File: src/rtl/pdm_pkg.sv
// power-down mode control package: register map, fields, states
package pdm_pkg;

    // -------------------------------------------------------------
    // register map
    // -------------------------------------------------------------
    localparam logic [31:0] addr_standby_control = 32'hffff_ff82;
    localparam logic [31:0] addr_standby_control_secondary = 32'hffff_ff88;
    localparam logic [7:0] reset_standby_control = 8'h00;
    localparam logic [7:0] reset_standby_control_secondary = 8'h00;

    // -------------------------------------------------------------
    // primary register fields
    // -------------------------------------------------------------
    localparam int bit_standby_select = 7;
    localparam int bit_timer_clock_stop = 2;
    localparam int bit_calendar_clock_stop = 1;
    localparam int bit_serial_clock_stop = 0;
    localparam logic [7:0] mask_standby_control = 8'h87;

    // -------------------------------------------------------------
    // secondary register fields
    // -------------------------------------------------------------
    localparam int bit_bus_clock_stop_in_sleep = 7;
    localparam int bit_break_unit_clock_stop = 5;
    localparam int bit_dma_clock_stop = 4;
    localparam int bit_dac_clock_stop = 3;
    localparam int bit_adc_clock_stop = 2;
    localparam int bit_fifo_serial_clock_stop = 1;
    localparam int bit_infrared_clock_stop = 0;
    localparam logic [7:0] mask_standby_control_secondary = 8'hbf;

    // -------------------------------------------------------------
    // power state and state pin codes {high, low}
    // -------------------------------------------------------------
    typedef enum logic [1:0] {
        pdm_normal,
        pdm_sleep,
        pdm_standby,
        pdm_wake
    } pdm_state_t;

    localparam logic [1:0] pins_reset = 2'b11;
    localparam logic [1:0] pins_sleep = 2'b10;
    localparam logic [1:0] pins_standby = 2'b01;
    localparam logic [1:0] pins_normal = 2'b00;

endpackage

File: src/rtl/pdm_top.sv
// power-down mode controller top level
// -------------------------------------------------------------
// How it works
// - select bit 0: halt enters sleep
// - select bit 1: halt enters standby
// - sleep: cpu halted, peripherals run
// - standby: clocks, cpu, peripherals halted
// - clearing stop bit resumes module
// - calendar, calendar-fed timer run in standby
// - state pins: reset 11 sleep 10 standby 01 normal 00
// - wakeup low from accepted wakeup till overflow
// - reset clears primary register
// - primary bits six to three read zero
// - primary bit 2 stops timer clock
// - primary bit 1 stops calendar register clock
// - primary bit 0 stops serial clock
// - reset clears secondary register
// - secondary bit 7 stops bus clock in sleep
// - secondary bit 5 stops break unit clock
// - secondary bits 4..0 stop five clocks
// -------------------------------------------------------------
`timescale 1ns/100ps
module pdm_top (
    // clock and reset
    input wire logic clock,
    input wire logic arst_n,
    // register port
    input wire logic [31:0] addr,
    input wire logic [7:0] wdata,
    input wire logic wr,
    input wire logic rd,
    output logic [7:0] rdata,
    // cpu side events
    input wire logic halt_done,
    input wire logic interrupt_req,
    input wire logic watchdog_overflow,
    input wire logic calendar_start,
    input wire logic timer_on_calendar,
    // power state
    output logic cpu_halt,
    output logic clock_generator_halt,
    output logic self_refresh,
    output logic state_pin_high_bit,
    output logic state_pin_low_bit,
    output logic wakeup_n,
    // module clock enables, high = clock runs; serial_pins_reset high = serial pins held in reset
    output logic timer_clock_en,
    output logic calendar_reg_clock_en,
    output logic calendar_count_en,
    output logic serial_clock_en,
    output logic serial_pins_reset,
    output logic peripheral_clock_en,
    output logic bus_clock_en,
    output logic break_unit_clock_en,
    output logic dma_clock_en,
    output logic dac_clock_en,
    output logic adc_clock_en,
    output logic fifo_serial_clock_en,
    output logic infrared_clock_en
);
    // -------------------------------------------------------------
    // registers
    // -------------------------------------------------------------
    logic [7:0] ctl;
    logic [7:0] ctl2;

    pdm_regs u_regs (
        .clock(clock),
        .arst_n(arst_n),
        .addr(addr),
        .wdata(wdata),
        .wr(wr),
        .rd(rd),
        .rdata(rdata),
        .standby_control(ctl),
        .standby_control_secondary(ctl2)
    );

    // -------------------------------------------------------------
    // state
    // -------------------------------------------------------------
    typedef struct packed {
        pdm_pkg::pdm_state_t mode;
        logic cpu_halt;
        logic cg_halt;
        logic self_refresh;
        logic [1:0] pins;
        logic wakeup_n;
        logic [8:0] en;
        logic cal_reg_en;
        logic cal_count_en;
        logic serial_pins_reset;
        logic periph_en;
    } pdm_top_t;

    pdm_top_t s;
    pdm_top_t next_s;

    always_comb begin
        next_s = s;
        case (s.mode)
            pdm_pkg::pdm_normal: begin
                if (halt_done) begin
                    if (ctl[pdm_pkg::bit_standby_select]) begin
                        next_s.mode = pdm_pkg::pdm_standby;
                    end else begin
                        next_s.mode = pdm_pkg::pdm_sleep;
                    end
                end
            end
            pdm_pkg::pdm_sleep: begin
                if (interrupt_req) begin
                    next_s.mode = pdm_pkg::pdm_normal;
                end
            end
            pdm_pkg::pdm_standby: begin
                if (interrupt_req) begin
                    next_s.mode = pdm_pkg::pdm_wake;
                end
            end
            pdm_pkg::pdm_wake: begin
                // watchdog settling time ends wake
                if (watchdog_overflow) begin
                    next_s.mode = pdm_pkg::pdm_normal;
                end
            end
            default: begin
                next_s.mode = pdm_pkg::pdm_normal;
            end
        endcase

        next_s.cpu_halt = next_s.mode != pdm_pkg::pdm_normal;
        next_s.cg_halt = next_s.mode == pdm_pkg::pdm_standby || next_s.mode == pdm_pkg::pdm_wake;
        next_s.self_refresh = next_s.cg_halt;
        next_s.periph_en = !next_s.cg_halt;

        // state pins; wake still shows standby
        case (next_s.mode)
            pdm_pkg::pdm_sleep: next_s.pins = pdm_pkg::pins_sleep;
            pdm_pkg::pdm_standby: next_s.pins = pdm_pkg::pins_standby;
            pdm_pkg::pdm_wake: next_s.pins = pdm_pkg::pins_standby;
            default: next_s.pins = pdm_pkg::pins_normal;
        endcase

        next_s.wakeup_n = next_s.mode != pdm_pkg::pdm_wake;

        // timer clock; calendar-fed timer keeps going
        next_s.en[8] = !ctl[pdm_pkg::bit_timer_clock_stop]
            && (next_s.periph_en || (timer_on_calendar && calendar_start));
        next_s.cal_reg_en = !ctl[pdm_pkg::bit_calendar_clock_stop] && next_s.periph_en;
        // counter runs in standby when started
        next_s.cal_count_en = next_s.periph_en || calendar_start;
        next_s.en[7] = !ctl[pdm_pkg::bit_serial_clock_stop] && next_s.periph_en;
        // serial pins to reset while stopped
        next_s.serial_pins_reset = ctl[pdm_pkg::bit_serial_clock_stop];
        // bus clock stop bit gates in sleep only
        next_s.en[6] = !(ctl2[pdm_pkg::bit_bus_clock_stop_in_sleep]
            && next_s.mode == pdm_pkg::pdm_sleep) && next_s.periph_en;
        next_s.en[5] = !ctl2[pdm_pkg::bit_break_unit_clock_stop] && next_s.periph_en;
        next_s.en[4] = !ctl2[pdm_pkg::bit_dma_clock_stop] && next_s.periph_en;
        next_s.en[3] = !ctl2[pdm_pkg::bit_dac_clock_stop] && next_s.periph_en;
        next_s.en[2] = !ctl2[pdm_pkg::bit_adc_clock_stop] && next_s.periph_en;
        next_s.en[1] = !ctl2[pdm_pkg::bit_fifo_serial_clock_stop] && next_s.periph_en;
        next_s.en[0] = !ctl2[pdm_pkg::bit_infrared_clock_stop] && next_s.periph_en;
    end

    // -------------------------------------------------------------
    // state register
    // -------------------------------------------------------------
    // pins high/high while in reset
    always_ff @(posedge clock or negedge arst_n) begin
        if (!arst_n) begin
            s.mode <= pdm_pkg::pdm_normal;
            s.cpu_halt <= 1'b0;
            s.cg_halt <= 1'b0;
            s.self_refresh <= 1'b0;
            s.pins <= pdm_pkg::pins_reset;
            s.wakeup_n <= 1'b1;
            s.en <= 9'h1ff;
            s.cal_reg_en <= 1'b1;
            s.cal_count_en <= 1'b1;
            s.serial_pins_reset <= 1'b0;
            s.periph_en <= 1'b1;
        end else begin
            s <= next_s;
        end
    end

    // -------------------------------------------------------------
    // outputs, all from flip-flops
    // -------------------------------------------------------------
    assign cpu_halt = s.cpu_halt;
    assign clock_generator_halt = s.cg_halt;
    assign self_refresh = s.self_refresh;
    assign state_pin_high_bit = s.pins[1];
    assign state_pin_low_bit = s.pins[0];
    assign wakeup_n = s.wakeup_n;
    assign timer_clock_en = s.en[8];
    assign calendar_reg_clock_en = s.cal_reg_en;
    assign calendar_count_en = s.cal_count_en;
    assign serial_clock_en = s.en[7];
    assign serial_pins_reset = s.serial_pins_reset;
    assign peripheral_clock_en = s.periph_en;
    assign bus_clock_en = s.en[6];
    assign break_unit_clock_en = s.en[5];
    assign dma_clock_en = s.en[4];
    assign dac_clock_en = s.en[3];
    assign adc_clock_en = s.en[2];
    assign fifo_serial_clock_en = s.en[1];
    assign infrared_clock_en = s.en[0];
endmodule

File: src/rtl/pdm_regs.sv
// power-down mode control register file
`timescale 1ns/100ps
module pdm_regs (
    // clock and reset
    input wire logic clock,
    input wire logic arst_n,
    // register port
    input wire logic [31:0] addr,
    input wire logic [7:0] wdata,
    input wire logic wr,
    input wire logic rd,
    output logic [7:0] rdata,
    // register contents
    output logic [7:0] standby_control,
    output logic [7:0] standby_control_secondary
);
    typedef struct packed {
        logic [7:0] ctl;
        logic [7:0] ctl2;
        logic [7:0] rdata;
    } pdm_regs_t;

    pdm_regs_t r;
    pdm_regs_t next_r;

    always_comb begin
        next_r = r;
        next_r.rdata = 8'h00;
        if (wr && addr == pdm_pkg::addr_standby_control) begin
            next_r.ctl = wdata & pdm_pkg::mask_standby_control;
        end
        if (wr && addr == pdm_pkg::addr_standby_control_secondary) begin
            next_r.ctl2 = wdata & pdm_pkg::mask_standby_control_secondary;
        end
        if (rd) begin
            if (addr == pdm_pkg::addr_standby_control) begin
                next_r.rdata = r.ctl & pdm_pkg::mask_standby_control;
            end else if (addr == pdm_pkg::addr_standby_control_secondary) begin
                next_r.rdata = r.ctl2 & pdm_pkg::mask_standby_control_secondary;
            end
        end
    end

    always_ff @(posedge clock or negedge arst_n) begin
        if (!arst_n) begin
            r.ctl <= pdm_pkg::reset_standby_control;
            r.ctl2 <= pdm_pkg::reset_standby_control_secondary;
            r.rdata <= 8'h00;
        end else begin
            r <= next_r;
        end
    end

    assign rdata = r.rdata;
    assign standby_control = r.ctl;
    assign standby_control_secondary = r.ctl2;
endmodule

File: config.mk
export PLATFORM = sky130hd
export DESIGN_NAME = pdm_top
export DESIGN_NICKNAME = d
export VERILOG_FILES = /design/src/rtl/pdm_pkg.sv /design/src/rtl/pdm_top.sv /design/src/rtl/pdm_regs.sv
export SDC_FILE = /design/constraint.sdc
export NUM_CORES = 1
export LEC_CHECK = 0
export BUFFER_PORTS_ARGS = -buffer_cell sky130_fd_sc_hd__buf_2
export CORE_MARGIN = 1
export CORE_UTILIZATION = 42
export CTS_BUF_LIST = sky130_fd_sc_hd__clkbuf_4
export DETAILED_ROUTE_END_ITERATION = 10
export PLACE_DENSITY = 0.78
export SETUP_SLACK_MARGIN = 0.05
export SYNTH_ARGS = -nofsm -noshare
export SYNTH_HDL_FRONTEND = slang
export SYNTH_HIERARCHICAL = 1
export SYNTH_SLANG_ARGS = --single-unit
File: constraint.sdc
create_clock -name clock -period 1.2 [get_ports clock]
set_input_delay 0.18 -clock clock [delete_from_list [all_inputs] [get_ports clock]]
set_output_delay 0.18 -clock clock [all_outputs]
set_load 0.05 [all_outputs]
# --- After elaboration in Yosys (flattened, before gate mapping) ---
# Index checks and enable logic that the tools add are counted.
word_totals:
  regBits: 39
op_classes:
  eq_ne: 9
  mux: 10
  reduce_logical: 31
op_table:
  columns: ["op", "count"]
  rows:
  - ["32-bit equality test, second input constant", 2]
  - ["8-bit two-way mux", 3]
  - ["1-bit logical AND", 14]
  - ["1-bit logical NOT", 11]
  - ["2-bit two-way mux", 5]
  - ["2-bit equality test, second input constant", 4]
  - ["2-bit one-hot mux with 4 select lines", 1]
  - ["2-bit by 1-bit equality test with 1-bit output, second input constant", 2]
  - ["2-bit one-hot mux with 2 select lines", 1]
  - ["1-bit logical OR", 3]
  - ["2-bit logical NOT", 1]
  - ["2-bit != test, second input constant", 1]
  - ["2-bit nonzero test", 1]
  - ["2-bit OR reduction", 1]

# --- Depth between registers and ports, before layout ---
logic_depth:
  depth_word: 8
  depth_mapped: 5
  mapped_depth_nobuf: 4

# --- Modules after synthesis ---
# Netlist, hierarchy kept.
by_module_without_submodules:
  columns: ["module", "n_inst", "cells_per_inst", "area_each_um2"]
  rows:
  - ["pdm_regs", 1, 70, 855.8]
  - ["pdm_top", 1, 45, 641.9]

# --- Worst setup path before layout ---
# OpenSTA, ideal clock, no wires.
synth_path:
  path_type: "input to register"
  startpoint: "input port addr[0]"
  endpoint: "register, netlist name u_regs/standby_control_secondary[0]"
  setup_time_ns: 0.125
  t_arrival_ns: 1.591
  required_time_ns: 1.075
  path_slack_ns: -0.515
  stages: 4
  path_cell_list: "or4_4 > nor4_4 > nand4_2 > mux2_2"
synth_between:
  elab_chain_len: 2
synth_lines:
  columns: ["element", "line_no", "source"]
  rows:
  - ["start, declared", "pdm_top.sv:28", "input wire logic [31:0] addr,"]
  - ["32-bit equality test", "pdm_regs.sv:32", "if (wr && addr == pdm_pkg::addr_standby_control_secondary) begin"]
  - ["1-bit logical AND", "pdm_regs.sv:32", null]
# Every way passes these cells.
# A chain may end at the register's enable or synchronous reset.

# --- Worst setup path after layout ---
layout_path:
  startpoint: "input port addr[0]"
  endpoint: "register, netlist name u_regs/standby_control_secondary[7]"
layout_between:
  elab_chain_len: 2
layout_lines:
  columns: ["element", "line_no"]
  rows:
  - ["32-bit equality test", "pdm_regs.sv:32"]
  - ["1-bit logical AND", "pdm_regs.sv:32"]
# Every way passes these cells.

==> impl_results.md <==
* Routability-driven placement congestion ratio at between 0.6 and 0.7
* Critical Path End Type: register
* Ant. Diodes at 0
* Core area at 0.00334 mm²
* Layout Nets at 250
* Final Max Tran Viols at 0
* Worst vdd ir at 0.000510 V
* Hold Slack at 41.4 ps
* Violated checks: negative setup slack
* Worst Hold Class: input port to register
* Most common cell after layout, fill and taps aside: buf_2
* TritonCTS clock tree: done
* Power per cell area at a little under 900 mW/mm²
* Register Area at roughly 950 µm²
* Hpwl dp at 2460 µm
* Reg-to-Reg Start: s[20]
* First-pass GRT wire length at between 5000 and 6000 µm
* CTS Buf Count at 5
* DIE HEIGHT at around 60 µm
* Total track usage at between 10% and 20%
* Wire per inst at 14.8 µm
* Synthesized Nets at 159
* Max-Cap Viols at 0
* Crit-path max FO at 7
* GRT overflow at 0
* Post-Syn Instances at between 100 and 150
* Maximum root-to-sink buffer count at 2
* RSZ-0062 raised after global routing: true
* Setup CP Type: input port to register
* Mapped Avg Cell Area at roughly 13 µm²
* Final Skew at approximately 6.5 ps
* 1st-pass router iterations at 6
* Vias in the first global route at between 1000 and 1500
* Arr. time, crit path at roughly 1700 ps
* Initial drt markers at 29
* Htree depth at 2
* Initial Utilization at about 44%
* Multi-input gate area at 678 µm²
* FF-to-FF End: state_pin_high_bit
* Final setup viols at 32
* Lkg Pwr at around 1.1 nW
* Crit path from: addr[0]
* Vias per inst at a little over 5
* CP Launch Type: input port
* Io pins at between 70 and 80
* Worst reg-to-reg path cell count at 3
* Min cycle time layout at 1450 ps
* Die X-Extent at roughly 61 µm
* Antenna violations before repair at 0
* Critical path destination: u_regs/standby_control_secondary[7]
* Reg2reg setup slack at -130 ps
* Maximum clock frequency at 690 MHz
* Commonest cells after routing, fill and taps aside: 52 x buf_2, 21 x dfrtp_1, 17 x buf_8
* Final worst slack at -250 ps
* Worst-path clk slew at 100 ps
* DRT Wirelength at 3680 µm
* Residual DRC at 0
* Status: finished with violations
* Port Buf Inserts at 73
* Warnings, synthesis at 6
* Largest net degree at the start of global routing at 38
* Share of cells above drive strength 1 at about 78%
* Post-route ant nets at 0
* Die ar. at roughly 0.0037 mm²
* Site Rows at 21
* Layout Area Growth over Synthesis at 68.6%
* Worst-Skew Late Latency at about 330 ps
* Critical Path RT at about 1400 ps
* Via count at ~1200
* Mapped Area at 0.00146 mm²
* Clk root buf: clkbuf_4
* Fillers at ~220
* Fin. Hold Viols at 0
* Post-route clock period utilization at 121%
* Clk sinks at 37
* Final Total Pwr at ~2.1 mW
-- final cells by class --
cell class / instances / share of cell area (%)
Clock buffer: 5 / 1.53
Clock inverter: 3 / 0.508
Inverter: 1 / 0.153
Multi-Input combinational cell: 68 / 27.6
Sequential cell: 37 / 38.4
Tap cell: 46 / 2.34
Timing Repair Buffer: 88 / 29.5
-- flip-flops by register name, indices dropped and copies added, names as in the netlist, 2 cells and up --
register                          flops
u_regs/rdata                          7
u_regs/standby_control                4
u_regs/standby_control_secondary      7
s                                     2
-- report_power, final --
part	total [mW]	switching [mW]	internal, mW
logic	0.258	0.137	0.121
clock network	0.595	0.384	0.212
registers	1.28	0.0172	1.27
total	2.14	0.538	1.60
-- worst max-delay path, stage by stage --
cell     delay (ps)
buf_6            90
or4_4           540
nor4_4          240
nand4_4         260
mux2_4          360
-- worst min path at each step --
stage                         startpoint  depth (start not counted)                end  slack, ps
final                     calendar_start                          2  calendar_count_en         40
after global routing       interrupt_req                          2           wakeup_n         50
after CTS                  interrupt_req                          2           wakeup_n         20
after floorplan                   arst_n                          0           cpu_halt       -120
after global placement            arst_n                          2           cpu_halt        150
after detailed placement          arst_n                          2           cpu_halt        160
-- per-stage QoR --
stage | TNS [ps] | std cells | instance area [µm²] | setup slack [ps] | utilization (%)
finish | -3970 | 248 | 2460 | -250 | 73.8
global route | -5150 | 248 | 2460 | -278 | 73.8
CTS | -3510 | 246 | 2290 | -229 | 68.7
detailed placement | -10410 | 234 | 1980 | -673 | 59.5
global placement | -9310 | 234 | 1980 | -562 | 59.5
floorplan | -6300 | 110 | 1510 | -380 | -
-- repair_timing --
action | in CTS | in global routing
endpoints found under the setup margin | 40 | 52
hold buffers | 1 | 0
resized for setup | 63 | 33
gates cloned | 0 | 1
endpoints found under the hold margin | 22 | 0
buffers inserted | 3 | 1
pin swaps | 10 | 7
-- layer usage --
metal  track usage [%]  part of all wire [%]  vias up
met3              3.84                   5.7        5
met5                 0                     0        -
met4              8.77                   1.4        0
li1                  -                     -      580
met1              21.7                    39      600
met2              35.5                    54       64
Note: power is estimated with default switching activity, not from simulation.
